File: config.mk
export PLATFORM = sky130hd
export DESIGN_NAME = timer16_capture_irq_flags
export DESIGN_NICKNAME = d
export VERILOG_FILES = /design/src/hw/timer16_capture_irq_flags.v
export VERILOG_INCLUDE_DIRS = /design/src /design/src/hw
export SDC_FILE = /design/constraint.sdc
export NUM_CORES = 1
export LEC_CHECK = 0
export BUFFER_PORTS_ARGS = -buffer_cell sky130_fd_sc_hd__clkbuf_2
export CORE_ASPECT_RATIO = 1.25
export CORE_MARGIN = 2
export CORE_UTILIZATION = 45
export DETAILED_ROUTE_END_ITERATION = 8
export GPL_TIMING_DRIVEN = 0
export PLACE_DENSITY = 0.71
export SYNTH_ARGS = -nofsm -noshare
export SYNTH_HDL_FRONTEND = slang
export SYNTH_SLANG_ARGS = --single-unit
File: constraint.sdc
create_clock -name CLK -period 6.1 [get_ports CLK]
set_clock_uncertainty 0.05 [all_clocks]
set_input_delay 0.305 -clock CLK [delete_from_list [all_inputs] [get_ports CLK]]
set_output_delay 0.305 -clock CLK [all_outputs]
set_load 0.02 [all_outputs]
File: src/hw/timer16_capture_irq_flags_consts.vh
// constants for the 16-bit timer capture register and its interrupt mask and flag bits
// assumes an 8-bit register port on a 20 MHz clock, counter and compare logic outside
// Behaviour
// - capture pin or comparator event copies the counter into the capture register.
// - capture register can serve as counter top value per waveform mode.
// - 16-bit capture reads are atomic through a shared 8-bit high-byte temp.
// - capture enable plus global enable requests capture vector while flag is set.
// - match A enable plus global enable requests match A vector while flag is set.
// - match B enable plus global enable requests match B vector while flag is set.
// - wrap enable plus global enable requests wrap vector while flag is set.
// - capture flag sets on each capture event from the pin.
// - when capture register is top, capture flag sets on reaching top.
// - capture flag clears on vector execution or software writing one.
// - match A flag sets the timer cycle after counter equals compare A.
// - forced match A strobe never sets the match A flag.
// - match A flag clears on vector execution or writing one.
// - match B flag sets the timer cycle after counter equals compare B.
// - forced match B strobe never sets the match B flag.
// - match B flag clears on vector execution or writing one.
// - wrap flag sets on overflow in normal and clear modes, else per mode.
// - wrap flag clears on vector execution or writing one.
// - capture pin is disconnected while capture register is top value.
`ifndef TIMER16_CAPTURE_IRQ_FLAGS_CONSTS_VH
`define TIMER16_CAPTURE_IRQ_FLAGS_CONSTS_VH

// ----------------------------------------------------------------
// register addresses
// ----------------------------------------------------------------
`define ADDR_CAPTURE_LOW  3'h0
`define ADDR_CAPTURE_HIGH 3'h1
`define ADDR_IRQ_MASK     3'h2
`define ADDR_IRQ_FLAGS    3'h3
`define ADDR_TEMP_HIGH    3'h4

// ----------------------------------------------------------------
// field positions and reset values
// ----------------------------------------------------------------
`define BIT_CAPTURE       5
`define BIT_MATCH_A       4
`define BIT_MATCH_B       3
`define BIT_WRAP          2
`define TIMER_BITS_MASK   8'h3C
`define CAPTURE_RESET     16'h0000
`define BYTE_RESET        8'h00

// ----------------------------------------------------------------
// waveform modes and counter limits
// ----------------------------------------------------------------
`define MODE_NORMAL       4'h0
`define MODE_PC8          4'h1
`define MODE_PC9          4'h2
`define MODE_PC10         4'h3
`define MODE_CLEAR_A      4'h4
`define MODE_FAST8        4'h5
`define MODE_FAST9        4'h6
`define MODE_FAST10       4'h7
`define MODE_PFC_CAPTURE  4'h8
`define MODE_PFC_A        4'h9
`define MODE_PC_CAPTURE   4'hA
`define MODE_PC_A         4'hB
`define MODE_CLEAR_CAP    4'hC
`define MODE_FAST_CAPTURE 4'hE
`define MODE_FAST_A       4'hF
`define COUNT_MAX         16'hFFFF
`define COUNT_BOTTOM      16'h0000
`define TOP_8BIT          16'h00FF
`define TOP_9BIT          16'h01FF
`define TOP_10BIT         16'h03FF

`endif

File: src/hw/timer16_capture_irq_flags.v
// capture register and timer-1 interrupt mask/flag bits of the 16-bit timer
// assumes counter, compare registers and waveform mode come from the timer core on CLK
`timescale 1ns/100ps
`include "timer16_capture_irq_flags_consts.vh"

module timer16_capture_irq_flags (
	// clock and reset
	input  wire        CLK,
	input  wire        RST_B,
	// register port
	input  wire [2:0]  ADDR,
	input  wire [7:0]  WDATA,
	input  wire        WR,
	input  wire        RD,
	output reg  [7:0]  RDATA,
	// timer core state
	input  wire [15:0] WIDE_COUNTER,
	input  wire        TIMER_TICK,
	input  wire [3:0]  WAVEFORM_MODE_FIELD,
	input  wire [15:0] COMPARE_VALUE_A,
	input  wire [15:0] COMPARE_VALUE_B,
	input  wire        COUNTER_WRITE,
	input  wire        FORCE_MATCH_A_STROBE,
	input  wire        FORCE_MATCH_B_STROBE,
	input  wire        CAPTURE_EDGE_RISING,
	input  wire        CAPTURE_FROM_COMPARATOR,
	// event sources
	input  wire        CAPTURE_INPUT_PIN,
	input  wire        COMPARATOR_OUT,
	// interrupt controller
	input  wire        GLOBAL_IRQ_ENABLE,
	input  wire        ACK_CAPTURE,
	input  wire        ACK_MATCH_A,
	input  wire        ACK_MATCH_B,
	input  wire        ACK_WRAP,
	output wire        IRQ_CAPTURE,
	output wire        IRQ_MATCH_A,
	output wire        IRQ_MATCH_B,
	output wire        IRQ_WRAP,
	// top value to the counter
	output wire [15:0] COUNTER_TOP,
	output wire        CAPTURE_IS_TOP
);

	// ----------------------------------------------------------------
	// state
	// ----------------------------------------------------------------
	reg  [15:0] capture_value;
	reg  [7:0]  temp_high;
	reg  [7:0]  timer_irq_enable_mask;
	reg  [7:0]  timer_irq_flags;
	reg  [2:0]  pin_sync;
	reg  [2:0]  cmp_sync;
	reg         pin_level;
	reg         cmp_level;
	reg         match_a_seen;
	reg         match_b_seen;
	reg         count_prev_valid;
	reg  [15:0] count_prev;
	reg  [7:0]  next_flags;
	reg  [15:0] next_capture;
	reg  [15:0] top_value;

	wire        cap_top_mode;
	wire        src_level;
	wire        src_new;
	wire        src_prev;
	wire        capture_event;
	wire        reached_top;
	wire        wrap_event;
	wire [7:0]  flag_set;
	wire [7:0]  flag_clear;
	wire [3:0]  ack_vec;
	wire        down_counting;

	// ----------------------------------------------------------------
	// waveform mode decode
	// ----------------------------------------------------------------
	assign cap_top_mode = (WAVEFORM_MODE_FIELD == `MODE_PFC_CAPTURE) ||
			      (WAVEFORM_MODE_FIELD == `MODE_PC_CAPTURE) ||
			      (WAVEFORM_MODE_FIELD == `MODE_CLEAR_CAP) ||
			      (WAVEFORM_MODE_FIELD == `MODE_FAST_CAPTURE);
	assign CAPTURE_IS_TOP = cap_top_mode;
	assign COUNTER_TOP    = top_value;

	always @* begin
		case (WAVEFORM_MODE_FIELD)
		`MODE_PC8, `MODE_FAST8:   top_value = `TOP_8BIT;
		`MODE_PC9, `MODE_FAST9:   top_value = `TOP_9BIT;
		`MODE_PC10, `MODE_FAST10: top_value = `TOP_10BIT;
		`MODE_CLEAR_A, `MODE_PFC_A, `MODE_PC_A, `MODE_FAST_A:
			top_value = COMPARE_VALUE_A;
		`MODE_PFC_CAPTURE, `MODE_PC_CAPTURE, `MODE_CLEAR_CAP, `MODE_FAST_CAPTURE:
			top_value = capture_value;
		default:                  top_value = `COUNT_MAX;
		endcase
	end

	// ----------------------------------------------------------------
	// event source synchronisers
	// ----------------------------------------------------------------
	// a level change is accepted once the second and third stages agree, so the
	// first stage never feeds logic and a one-cycle glitch is dropped
	always @(posedge CLK or negedge RST_B) begin
		if (!RST_B) begin
			pin_sync  <= 3'h0;
			cmp_sync  <= 3'h0;
			pin_level <= 1'b0;
			cmp_level <= 1'b0;
		end else begin
			pin_sync <= {pin_sync[1:0], CAPTURE_INPUT_PIN};
			cmp_sync <= {cmp_sync[1:0], COMPARATOR_OUT};
			if (pin_sync[1] == pin_sync[2])
				pin_level <= pin_sync[2];
			if (cmp_sync[1] == cmp_sync[2])
				cmp_level <= cmp_sync[2];
		end
	end

	assign src_new  = CAPTURE_FROM_COMPARATOR ?
			  ((cmp_sync[1] == cmp_sync[2]) ? cmp_sync[2] : cmp_level) :
			  ((pin_sync[1] == pin_sync[2]) ? pin_sync[2] : pin_level);
	assign src_prev = CAPTURE_FROM_COMPARATOR ? cmp_level : pin_level;
	assign src_level = src_new;

	// pin is ignored entirely while the capture register is the top value
	assign capture_event = !cap_top_mode && (src_level != src_prev) &&
			       (src_level == CAPTURE_EDGE_RISING);

	// ----------------------------------------------------------------
	// counter events
	// ----------------------------------------------------------------
	// direction is inferred from the previous count value; phase-correct modes
	// turn at top and bottom, so a decrease marks the down slope
	assign down_counting = count_prev_valid && (WIDE_COUNTER < count_prev);
	assign reached_top   = TIMER_TICK && (WIDE_COUNTER == top_value);

	function wrap_for_mode;
		input [3:0]  mode;
		input [15:0] count;
		input        tick;
		input [15:0] top;
		begin
			case (mode)
			`MODE_NORMAL, `MODE_CLEAR_A, `MODE_CLEAR_CAP:
				wrap_for_mode = tick && (count == `COUNT_MAX);
			`MODE_FAST8, `MODE_FAST9, `MODE_FAST10, `MODE_FAST_CAPTURE, `MODE_FAST_A:
				wrap_for_mode = tick && (count == top);
			`MODE_PC8, `MODE_PC9, `MODE_PC10, `MODE_PFC_CAPTURE,
			`MODE_PFC_A, `MODE_PC_CAPTURE, `MODE_PC_A:
				wrap_for_mode = tick && (count == `COUNT_BOTTOM);
			default:
				wrap_for_mode = 1'b0;
			endcase
		end
	endfunction

	assign wrap_event = wrap_for_mode(WAVEFORM_MODE_FIELD, WIDE_COUNTER,
					  TIMER_TICK, top_value);

	// a match is registered and flagged one timer tick later; a counter write
	// blocks the match, and the forced strobes are deliberately not looked at
	always @(posedge CLK or negedge RST_B) begin
		if (!RST_B) begin
			match_a_seen     <= 1'b0;
			match_b_seen     <= 1'b0;
			count_prev       <= `CAPTURE_RESET;
			count_prev_valid <= 1'b0;
		end else begin
			if (TIMER_TICK) begin
				match_a_seen <= !COUNTER_WRITE &&
						(WIDE_COUNTER == COMPARE_VALUE_A);
				match_b_seen <= !COUNTER_WRITE &&
						(WIDE_COUNTER == COMPARE_VALUE_B);
				count_prev       <= WIDE_COUNTER;
				count_prev_valid <= 1'b1;
			end
		end
	end

	// ----------------------------------------------------------------
	// flags
	// ----------------------------------------------------------------
	assign ack_vec = {ACK_CAPTURE, ACK_MATCH_A, ACK_MATCH_B, ACK_WRAP};

	assign flag_set = {2'b00,
			   capture_event | (cap_top_mode & reached_top),
			   TIMER_TICK & match_a_seen,
			   TIMER_TICK & match_b_seen,
			   wrap_event,
			   2'b00};

	// software clears by writing ones; zeros are no-ops
	assign flag_clear = ({8{WR && (ADDR == `ADDR_IRQ_FLAGS)}} & WDATA) |
			    {2'b00, ack_vec, 2'b00};

	always @* begin
		// a set arriving with its clear wins so no event is lost
		next_flags = ((timer_irq_flags & ~flag_clear) | flag_set) & `TIMER_BITS_MASK;
		next_capture = capture_value;
		if (capture_event)
			next_capture = WIDE_COUNTER;
		else if (WR && (ADDR == `ADDR_CAPTURE_LOW))
			next_capture = {temp_high, WDATA};
	end

	// ----------------------------------------------------------------
	// registers
	// ----------------------------------------------------------------
	always @(posedge CLK or negedge RST_B) begin
		if (!RST_B) begin
			capture_value         <= `CAPTURE_RESET;
			temp_high             <= `BYTE_RESET;
			timer_irq_enable_mask <= `BYTE_RESET;
			timer_irq_flags       <= `BYTE_RESET;
			RDATA                 <= `BYTE_RESET;
		end else begin
			capture_value   <= next_capture;
			timer_irq_flags <= next_flags;
			if (WR && (ADDR == `ADDR_IRQ_MASK))
				timer_irq_enable_mask <= WDATA & `TIMER_BITS_MASK;
			// shared high byte: high writes stage here, low reads fill it
			if (WR && ((ADDR == `ADDR_CAPTURE_HIGH) || (ADDR == `ADDR_TEMP_HIGH)))
				temp_high <= WDATA;
			else if (RD && (ADDR == `ADDR_CAPTURE_LOW))
				temp_high <= capture_value[15:8];
			RDATA <= `BYTE_RESET;
			if (RD) begin
				case (ADDR)
				`ADDR_CAPTURE_LOW:  RDATA <= capture_value[7:0];
				`ADDR_CAPTURE_HIGH: RDATA <= temp_high;
				`ADDR_IRQ_MASK:     RDATA <= timer_irq_enable_mask;
				`ADDR_IRQ_FLAGS:    RDATA <= timer_irq_flags;
				`ADDR_TEMP_HIGH:    RDATA <= temp_high;
				default:            RDATA <= `BYTE_RESET;
				endcase
			end
		end
	end

	// ----------------------------------------------------------------
	// interrupt requests
	// ----------------------------------------------------------------
	assign IRQ_CAPTURE = GLOBAL_IRQ_ENABLE && timer_irq_enable_mask[`BIT_CAPTURE] &&
			     timer_irq_flags[`BIT_CAPTURE];
	assign IRQ_MATCH_A = GLOBAL_IRQ_ENABLE && timer_irq_enable_mask[`BIT_MATCH_A] &&
			     timer_irq_flags[`BIT_MATCH_A];
	assign IRQ_MATCH_B = GLOBAL_IRQ_ENABLE && timer_irq_enable_mask[`BIT_MATCH_B] &&
			     timer_irq_flags[`BIT_MATCH_B];
	assign IRQ_WRAP    = GLOBAL_IRQ_ENABLE && timer_irq_enable_mask[`BIT_WRAP] &&
			     timer_irq_flags[`BIT_WRAP];

endmodule // timer16_capture_irq_flags

# --- Word level (Yosys, flattened, before mapping) ---
# Cells that the tools add are included.
op_classes:
  eq_ne: 26
  n_reduce_logical: 40
  muxes: 12
  bitwise_logic: 9
op_table:
  columns: ["op", "n"]
  rows:
  - ["case mux 16 bit (5 select lines)", 1]
  - ["equality test 16 bit", 3]
  - ["two-way mux 16 bit", 2]
  - ["case mux 8 bit (4 select lines)", 1]
  - ["equality test 4 bit (second input constant)", 7]
  - ["two-way mux 8 bit", 3]
  - ["logical AND 1 bit", 20]
  - ["equality test 16 bit (second input constant)", 1]
  - ["equality test 4 x 3 -> 1 bit (second input constant)", 4]
  - ["zero test 16 bit", 1]
  - ["AND 6 bit", 2]
  - ["bitwise OR 6 bit", 2]
  - ["equality test 4 x 2 -> 1 bit (second input constant)", 2]
  - ["OR reduction 2 bit", 4]
  - ["OR reduction 4 bit", 2]
  - ["OR reduction 7 bit", 1]
  - ["equality test 3 x 2 -> 1 bit (second input constant)", 2]
  - ["NOT 6 bit", 1]
  - ["OR reduction 5 bit", 1]
  - ["equality test 4 x 1 -> 1 bit (second input constant)", 1]
  - ["zero test 4 bit", 1]
  - ["logical OR 1 bit", 4]
  - ["two-way mux 1 bit", 4]
  - ["nonzero test 2 bit", 2]
  - ["other kinds (10)", 15]
totals:
  register_bits: 50
  elab_cells: 98
  input_bits: 80
  output_inout_bits: 29

# --- Logic depth before layout (Yosys ltp) ---
# Gate-level depths: netlist of the first run.
logic_depth:
  word_depth: 9
  mapped_depth: 8
  mapped_depth_nobuf: 6

# --- Worst setup path before layout of the first run ---
# Ideal clock, no wire load.
synth_path:
  path_type: "input-to-reg"
  startpoint: "input port WAVEFORM_MODE_FIELD[2]"
  endpoint: "register timer_irq_flags[2]"
  arrival_time_ps: 1890
  n_path_buf: 1
  cell_stages: 7
  slack_ps: 4068
  required_time_ps: 5958
  setup_time_ps: 92
  cell_sequence: "buf_2 or4b_1 nand2_1 a2bb2oi_1 a2111oi_4 nand4_2 o31ai_2"
synth_between:
  elab_chain_cells: 7
  word_cells_on_any_way: 28
synth_lines:
  columns: ["element", "line", "source"]
  rows:
  - ["start, declared", "timer16_capture_irq_flags.v:19", "input wire [3:0] WAVEFORM_MODE_FIELD,"]
  - ["equality test 4 bit, or another cell as far along", "timer16_capture_irq_flags.v:87", "case (WAVEFORM_MODE_FIELD)"]
  - ["OR reduction 4 bit or OR reduction 2 bit (tied branches)", "timer16_capture_irq_flags.v:87", null]
  - ["case mux 16 bit (5 select lines) (*)", "timer16_capture_irq_flags.v:87", null]
  - ["via COUNTER_TOP[0]", "timer16_capture_irq_flags.v:41", "output wire [15:0] COUNTER_TOP,"]
  - ["equality test 16 bit (*)", "timer16_capture_irq_flags.v:148", "wrap_for_mode = tick && (count == top);"]
  - ["logical AND 1 bit (*)", "timer16_capture_irq_flags.v:148", null]
  - ["case mux 1 bit (3 select lines) (*)", "timer16_capture_irq_flags.v:144", "case (mode)"]
  - ["bitwise OR 6 bit (*)", "timer16_capture_irq_flags.v:199", "next_flags = ((timer_irq_flags & ~flag_clear) | flag_set) & `TIMER_BITS_MASK;"]
  - ["via next_flags[2]", "timer16_capture_irq_flags.v:60", "reg [7:0] next_flags;"]
  - ["end signal, assigned", "timer16_capture_irq_flags.v:215", "timer_irq_flags <= `BYTE_RESET;"]
  - ["end signal, assigned", "timer16_capture_irq_flags.v:219", "timer_irq_flags <= next_flags;"]
  - ["end, declared", "timer16_capture_irq_flags.v:51", "reg [7:0] timer_irq_flags;"]
# Mark *: on every way through the listed nets, which the timed path passes. The rest lies on a longest branch.
# A chain may end at the register's enable or synchronous reset.

# --- Final worst setup path of the first run ---
layout_path:
  startpoint: "input port WAVEFORM_MODE_FIELD[1]"
  endpoint: "register timer_irq_flags[2]"
layout_between:
  elab_chain_cells: 7
  word_cells_on_any_way: 28
layout_lines:
  columns: ["element", "line"]
  rows:
  - ["equality test 4 bit, or another cell as far along", "timer16_capture_irq_flags.v:87, timer16_capture_irq_flags.v:144"]
  - ["OR reduction 4 bit or OR reduction 2 bit (tied branches)", "timer16_capture_irq_flags.v:87"]
  - ["case mux 16 bit (5 select lines)", "timer16_capture_irq_flags.v:87"]
  - ["equality test 16 bit", "timer16_capture_irq_flags.v:148"]
  - ["logical AND 1 bit", "timer16_capture_irq_flags.v:148"]
  - ["case mux 1 bit (3 select lines) (*)", "timer16_capture_irq_flags.v:144"]
  - ["bitwise OR 6 bit (*)", "timer16_capture_irq_flags.v:199"]
  - ["via next_flags[2]", "timer16_capture_irq_flags.v:60"]
# Marks and branches as above.

==> results.py, run 1 <==
metrics = {
    "setup_path": {
        "path_class": "input port to flop",
        "critPathMaxFanout": 10,
        "slowest_delay_ps": 440,
        "crit_slowest_cell": "clkbuf_1",
        "critical_path.startpoint_type": "input port",
        "critPathRequiredTime_ps": 6270,
        "crit_chain": "clkbuf_2 > nor2b_1 > clkbuf_1 > o31ai_1 > a32o_1 > nor4bb_1 > nand4_1 > o31ai_2",
        "cp-end-kind": "flop",
        "cp.arrival_ps": 2430,
    },
    "sta": {
        "finalCritPeriodShare": 0.371,
        "drv_slew": 0,
        "relSlewSlack": 0.461,
        "fmax_mhz": 442,
        "min_period_ps": 2260,
        "worstMarginPinSlew_ps": 789,
        "finalHoldViolCount": 0,
        "rsz0062_at_grt": "false",
        "setup_viol": 0,
        "fin_tns_setup_ps": 0,
    },
    "grt": {
        "grt_max_degree": 51,
        "grt.total_usage": 0.273,
        "antenna_found_initial": 0,
        "first_global_vias": 3743,
        "grt_first_pass_wirelength_mm": 19.1,
        "grt.overflow.total": 0,
    },
    "final_layout": {
        "n_antenna_cell": 0,
        "fin_area_um2": 4460,
        "synthToLayoutAreaGrowth_pct": 19.5,
        "drive_gt1_frac": 0.257,
        "layoutNonFillerInstCount": 635,
        "final_nets": 618,
        "n_fill_cell": 804,
    },
    "die": {
        "start_util": 0.458,
        "io_pins": 109,
        "core_um2": 8150,
        "rows": 37,
        "die_w_um": 85.4,
        "die_h_um": 106,
        "die-area_um2": 9040,
    },
    "cts": {
        "cts_buffer_depth": 2,
        "clk_pin_slew_worst_paths_ps": 80,
        "post_cts_buffers": 0,
        "cts_tree": "done",
        "clockRootBuffer": "clkbuf_8",
        "cts_max_level": 2,
        "clk_latency_ps": 310,
        "cts_buffers": 5,
        "cts.sinks": 50,
    },
    "synthesis": {
        "async_flop_share": 1.00,
        "yosysWarnings": 0,
        "synth-seq-cells": 50,
        "synthFlopType": "dfrtp_1",
        "avgSynthCellArea_um2": 8.52,
        "syn_nets": 518,
        "ys_types": 63,
        "synth_cells": 438,
        "syn_area_um2": 3730,
        "synth_enable_flop_cells": 0,
        "seq_area_frac_synth": 0.335,
    },
    "hold_path": {
        "holdCritPathClass": "input port to flop",
    },
    "power": {
        "total_power_uw": 964,
        "powerDensity_nw_per_um2": 216,
        "peakVddDrop_uv": 200,
        "p_leak_uw": 0.00195,
    },
    "detailed_routing": {
        "antenna_left": 0,
        "first_iter_violations": 304,
        "wl_per_cell_um": 19.0,
        "drtPass1Iterations": 5,
        "viasPerCell": 5.94,
        "vias": 3770,
        "drt_wl_total_mm": 12.0,
        "drc": 0,
    },
    "placement": {
        "place_area_um2": 4310,
        "place_inst": 626,
        "hpwl_mm": 9.71,
        "port_buffers": 91,
        "globalplace.congestion": 1.01,
    },
    "run": {
        "drv_cap": 0,
    },
    "status": {
        "status": "complete, no violations",
    },
}
==> sequential cells by signal, summed over array words and instances, names as in the netlist <==
register,cells
capture_value,16
pin_level,1
cmp_level,1
match_a_seen,1
RDATA,8
cmp_sync,3
timer_irq_flags,4
pin_sync,3
temp_high,8
timer_irq_enable_mask,4
match_b_seen,1
==> worst max-delay path: cells and delay by family <==
family / cells / cell delay [ps]
AND/OR/NAND/NOR: 3 / 750
buffers and inverters: 2 / 610
AO/OA/AOI/OAI: 3 / 770
==> cells in the final DEF (no fill, tap or decap), types with 6 or more instances in the layout <==
cell	count
clkbuf_2	90
buf_2	14
xor2_1	6
nand2_1	34
xnor2_1	18
mux2i_1	15
a21oi_1	25
nor4_1	6
mux2_2	8
nor2b_1	12
clkbuf_1	15
nand4_1	11
o21ai_0	17
o22ai_1	7
and3_1	6
and2_1	6
a22oi_1	16
clkbuf_8	6
nor2_1	42
nand2b_1	13
nor3_1	13
dfrtp_1	50
inv_1	20
==> area by class of cell <==
type	instances	area [um^2]	share of cell area
Tap cell	97	121	0.0272
Multi-Input combinational cell	334	2250	0.504
Sequential cell	50	1250	0.281
Buffer	33	159	0.0357
Inverter	21	78.8	0.0177
Clock inverter	1	30.0	0.00674
Clock buffer	6	82.6	0.0185
Timing Repair Buffer	93	485	0.109
==> layer usage <==
layer / track usage / part of all wire
met1: 0.327 / 0.39
met2: 0.459 / 0.49
met3: 0.0337 / 0.061
met4: 0.166 / 0.063
met5: 0 / 0
==> worst paths after layout <==
| check | to | cells after the start | startpoint | slack, ps |
|---|---|---|---|---|
| worst max-delay path | timer_irq_flags[2] | 8 | WAVEFORM_MODE_FIELD[1] | 3840 |
| worst min-delay path | pin_sync[0] | 1 | CAPTURE_INPUT_PIN | 50 |
| worst max register to register | capture_value[4] | 6 | cmp_level | 3860 |
| worst min register to register | cmp_sync[1] | 0 | cmp_sync[0] | 300 |
| max in group asynchronous | timer_irq_enable_mask[3] | 3 | RST_B | 5190 |
| min in group asynchronous | pin_sync[2] | 2 | RST_B | 320 |
==> logic make-up after synthesis <==
| logic type | Yosys count | synth area share |
|---|---|---|
| fa+ha+maj | 2 | 0.00537 |
| mux | 23 | 0.0644 |
| buf+inv | 54 | 0.0637 |
| xor+xnor | 24 | 0.0564 |
| simple gates | 172 | 0.253 |
| compound gates | 113 | 0.221 |
| flops | 50 | 0.335 |
==> power breakdown <==
part           internal, uW  leakage, uW  switching (uW)
clock network           131    0.0000573             106
registers               381     0.000609            42.5
logic                   125      0.00128             178
total                   636      0.00195             327
==> per-stage QoR <==
| stage | setup WS [ps] | utilization | hold slack [ps] |
|---|---|---|---|
| finish | 3840 | 0.547 | 45.6 |
| global route | 3680 | 0.547 | 37.1 |
| CTS | 3840 | 0.542 | 39.9 |
| detailed placement | 3520 | 0.529 | 286 |
| global placement | 3570 | 0.529 | 284 |
| floorplan | 4070 | - | -40.6 |
==> cells in the mapped netlist, types with 4 or more instances <==
cell       count  share of area
a2111oi_0      4         0.0094
a21oi_1       25          0.034
a22oi_1       16          0.032
and2_1         6          0.010
and3_1         6          0.010
buf_2         13          0.017
clkbuf_1      15          0.015
dfrtp_1       50           0.34
inv_1         20          0.020
mux2_2         8          0.024
mux2i_1       15          0.040
nand2_1       34          0.034
nand2b_1      13          0.022
nand3_1        5         0.0067
nand4_1       11          0.018
nor2_1        42          0.042
nor2b_1       12          0.020
nor3_1        13          0.017
nor4_1         6          0.010
o211ai_1       5          0.010
o21a_1         4         0.0081
o21ai_0       17          0.023
o22ai_1        7          0.012
o31ai_1        4         0.0081
or4b_1         4          0.011
xnor2_1       18          0.042
xor2_1         6          0.014
==> repair_timing <==
item	4_1_cts	5_1_grt
hold buffers	0	1
gates resized for setup	0	0
hold endpoints to repair	0	8
Power figures use the tool's default switching activity.
==> run 2: changes to the inputs <==
clock period = 2.28 ns   (was 6.1 ns; I/O delays follow)
==> results.py, run 2 (synthesis results as in run 1) <==
metrics = {
    "sta": {
        "relSlewSlack": 0.460,
        "fmax_mhz": 476,
        "min_period_ps": 2100,
        "drv_slew": 0,
        "finalCritPeriodShare": 0.921,
        "setup_viol": 0,
        "finalHoldViolCount": 0,
        "rsz0062_at_grt": "false",
        "fin_tns_setup_ps": 0,
        "worstMarginPinSlew_ps": 789,
    },
    "setup_path": {
        "path_class": "flop to flop",
        "cp.arrival_ps": 2240,
        "critPathMaxFanout": 10,
        "cp-end-kind": "flop",
        "critical_path.startpoint_type": "flop",
        "critPathRequiredTime_ps": 2420,
    },
    "status": {
        "status": "complete, no violations",
    },
    "detailed_routing": {
        "drc": 0,
        "antenna_left": 0,
        "viasPerCell": 5.97,
        "vias": 3802,
        "drtPass1Iterations": 4,
        "wl_per_cell_um": 19.0,
        "first_iter_violations": 320,
        "drt_wl_total_mm": 12.1,
    },
    "cts": {
        "cts_tree": "done",
        "cts_buffers": 5,
        "cts_max_level": 2,
        "clk_latency_ps": 310,
        "clk_pin_slew_worst_paths_ps": 90,
        "cts.sinks": 50,
        "cts_buffer_depth": 2,
        "post_cts_buffers": 0,
        "clockRootBuffer": "clkbuf_8",
    },
    "grt": {
        "grt.total_usage": 0.273,
        "grt.overflow.total": 0,
        "first_global_vias": 3745,
        "antenna_found_initial": 0,
        "grt_max_degree": 51,
        "grt_first_pass_wirelength_mm": 19.1,
    },
    "placement": {
        "place_inst": 626,
        "hpwl_mm": 9.71,
        "globalplace.congestion": 1.01,
        "port_buffers": 91,
    },
    "power": {
        "p_leak_uw": 0.00197,
        "peakVddDrop_uv": 539,
        "powerDensity_nw_per_um2": 577,
    },
    "final_layout": {
        "largest_register_ffs": 16,
        "drive_gt1_frac": 0.263,
        "final_nets": 620,
        "final_cell_mix": "clkbuf_2 (91), dfrtp_1 (50), nor2_1 (42)",
        "synthToLayoutAreaGrowth_pct": 20.1,
        "reg_top3": "capture_value (16), RDATA (8), temp_high (8)",
        "layoutNonFillerInstCount": 637,
        "n_antenna_cell": 0,
        "largest_register": "capture_value",
        "layout_commonest_cell": "clkbuf_2",
    },
    "run": {
        "drv_cap": 0,
    },
    "hold_path": {
        "holdCritPathClass": "input port to flop",
    },
    "die": {
        "rows": 37,
        "die_h_um": 106,
        "start_util": 0.458,
        "core_um2": 8150,
        "die_w_um": 85.4,
        "die-area_um2": 9040,
        "io_pins": 109,
    },
}
==> run 2: power breakdown <==
| group | leakage [uW] | internal [uW] | switching, uW | total [uW] |
|---|---|---|---|---|
| Clock | 0.0000573 | 351 | 286 | 637 |
| Combinational | 0.00130 | 337 | 479 | 816 |
| Sequential | 0.000609 | 1020 | 114 | 1130 |
| Total | 0.00197 | 1710 | 879 | 2590 |
==> run 2: path summary, 6_finish.rpt <==
check | endpoint | slack (ps) | cells after the start | startpoint
max in group asynchronous | timer_irq_enable_mask[3] | 1570 | 3 | RST_B
min in group asynchronous | pin_sync[2] | 130 | 2 | RST_B
max reg2reg | capture_value[4] | 180 | 6 | cmp_level
max | capture_value[4] | 180 | 6 | cmp_level
min reg2reg | cmp_sync[1] | 300 | 0 | cmp_sync[0]
min | temp_high[7] | 7 | 3 | WDATA[7]
==> run 2: critical path, stage by stage, from the launching register on <==
cell	delay, ps
dfrtp_1	400
maj3_1	380
or3b_1	360
a311o_2	400
buf_2	210
nor2_1	110
a21oi_1	50
==> run 2: layout make-up <==
cell class	count	area (um^2)
clock buffer	6	82.6
buffer	33	163
sequential	50	1250
fill	802	3670
tap	97	121
inverter	21	78.8
multi-input combinational	334	2250
timing repair buffer	95	505
clock inverter	1	30.0
==> run 2: routing by layer <==
| metal | vias up | routed length [um] | global-route usage |
|---|---|---|---|
| met1 | 1772 | 4630 | 0.327 |
| met4 | 0 | 734 | 0.166 |
| met3 | 45 | 745 | 0.0337 |
| met5 | - | 0 | 0 |
| li1 | 1795 | - | - |
| met2 | 190 | 6000 | 0.459 |
==> run 2: through the flow <==
stage	total power, uW	hold WS, ps	cell area [um^2]	worst slack [ps]	utilization
finish	2590	7.43	4480	180	0.550
CTS	2580	5.33	4440	32.0	0.545
floorplan	1640	-232	3730	304	-
detailed placement	1940	174	4310	-111	0.529
global route	2720	14.6	4480	47.3	0.550
global placement	1930	172	4310	-58.0	0.529
==> run 2: timing repair <==
action	4_1_cts	5_1_grt
hold endpoints to repair	2	50
gates resized for setup	0	9
setup endpoints to repair	0	14
hold buffers	2	1
==> run 3: changes to the inputs <==
RECOVER_POWER = 25   (was not set)
==> results.py, run 3 (synthesis results as in run 1) <==
metrics = {
    "final_layout": {
        "synthToLayoutAreaGrowth_pct": 19.7,
        "drive_gt1_frac": 0.261,
        "largest_register_ffs": 16,
        "final_nets": 620,
        "largest_register": "capture_value",
        "layout_commonest_cell": "clkbuf_2",
        "final_cell_mix": "clkbuf_2 (92), dfrtp_1 (50), nor2_1 (42)",
        "n_antenna_cell": 0,
        "n_fill_cell": 805,
        "reg_top3": "capture_value (16), RDATA (8), temp_high (8)",
        "final_core_util": 0.548,
        "fin_area_um2": 4460,
    },
    "power": {
        "pwr-share-seq": 0.439,
        "pwr-share-comb": 0.315,
        "swShare": 0.340,
        "p_leak_uw": 0.00196,
        "clock_power_share": 0.247,
        "total_power_uw": 2580,
        "p_switching_uw": 879,
        "intPower_uw": 1700,
        "powerDensity_nw_per_um2": 578,
        "peakVddDrop_uv": 544,
    },
    "setup_path": {
        "critPathRequiredTime_ps": 2420,
        "cp-end-kind": "flop",
        "critPathMaxFanout": 10,
        "path_class": "flop to flop",
        "cp.arrival_ps": 2240,
        "critical_path.startpoint_type": "flop",
    },
    "die": {
        "die_w_um": 85.4,
        "start_util": 0.458,
        "core_um2": 8150,
        "die_h_um": 106,
        "rows": 37,
        "io_pins": 109,
        "die-area_um2": 9040,
    },
    "cts": {
        "clockRootBuffer": "clkbuf_8",
        "cts_buffer_depth": 2,
        "cts.sinks": 50,
        "cts_buffers": 5,
        "cts_max_level": 2,
        "cts_tree": "done",
        "clk_latency_ps": 310,
        "clk_pin_slew_worst_paths_ps": 90,
        "post_cts_buffers": 0,
    },
    "sta": {
        "drv_slew": 0,
        "min_period_ps": 2100,
        "setup_viol": 0,
        "fmax_mhz": 476,
        "finalCritPeriodShare": 0.922,
        "finalHoldViolCount": 0,
        "setup_ws_ps": 178,
        "whs_ps": 9.32,
        "rsz0062_at_grt": "false",
        "relSlewSlack": 0.328,
        "worstMarginPinSlew_ps": 1010,
    },
    "placement": {
        "globalplace.congestion": 1.01,
        "port_buffers": 91,
        "hpwl_mm": 9.71,
        "place_area_um2": 4310,
        "place_ws_ps": -111,
    },
    "grt": {
        "grt_max_degree": 51,
        "antenna_found_initial": 0,
        "grt.overflow.total": 0,
        "grt_first_pass_wirelength_mm": 19.1,
        "first_global_vias": 3745,
        "grt.total_usage": 0.273,
    },
    "run": {
        "drv_cap": 0,
    },
    "hold_path": {
        "holdCritPathClass": "input port to flop",
    },
    "detailed_routing": {
        "viasPerCell": 6.00,
        "drc": 0,
        "antenna_left": 0,
        "wl_per_cell_um": 19.0,
        "drt_wl_total_mm": 12.1,
        "drtPass1Iterations": 5,
        "vias": 3819,
        "first_iter_violations": 307,
    },
    "status": {
        "status": "complete, no violations",
    },
}
[run 3: cell count changes in the layout (fill, tap and decap cells not counted)]
cell      delta
clkbuf_2     +1
buf_12       -1
buf_2        -1
clkbuf_1     +1
[run 3: final timing paths]
kind | start | end | slack, ps | depth (start not counted)
max | cmp_level | capture_value[4] | 180 | 6
min | WDATA[7] | temp_high[7] | 9 | 3
max reg2reg | cmp_level | capture_value[4] | 180 | 6
min reg2reg | cmp_sync[0] | cmp_sync[1] | 300 | 0
max in group asynchronous | RST_B | timer_irq_flags[4] | 630 | 3
min in group asynchronous | RST_B | pin_sync[2] | 200 | 2
[run 3: area by class of cell]
class / count / area [um^2] / area share
plain buffers: 33 / 163 / 0.0364
multi-input cells: 334 / 2250 / 0.504
repair buffers: 95 / 489 / 0.110
clock inverters: 1 / 30.0 / 0.00673
inverters: 21 / 78.8 / 0.0177
flip-flops and latches: 50 / 1250 / 0.280
clock buffers: 6 / 82.6 / 0.0185
well taps: 97 / 121 / 0.0272
[run 3: timing repair]
| action | in CTS | in global routing |
|---|---|---|
| hold buffers | 2 | 1 |
| gates resized for setup | 0 | 9 |
| setup endpoints to repair | 0 | 14 |
| hold endpoints to repair | 2 | 50 |
[run 3: critical path, stage by stage, from the launching register on]
cell	delay, ps
dfrtp_1	400
maj3_1	380
or3b_1	360
a311o_2	400
buf_2	210
nor2_1	110
a21oi_1	50
[run 3: through the flow]
stage,setup TNS (ps),instances
after floorplan,0,438
after detailed placement,-397,626
after CTS,0,635
after global routing,0,637
after global placement,-112,626
final,0,637
[run 3: metal layers]
metal / GRT usage / share of wire / vias to the layer above
met5: 0 / 0 / -
met4: 0.166 / 0.058 / 0
met3: 0.0337 / 0.059 / 43
met2: 0.459 / 0.49 / 199
met1: 0.327 / 0.39 / 1782
li1: - / - / 1795
[run 3: power by group through the flow]
stage               Sequential [uW]  Clock [uW]  Combinational, uW
CTS                            1130         646                802
finish                         1130         637                812
global placement               1140           0                787
floorplan                      1120           0                519
detailed placement             1150           0                796
global route                   1150         675                890
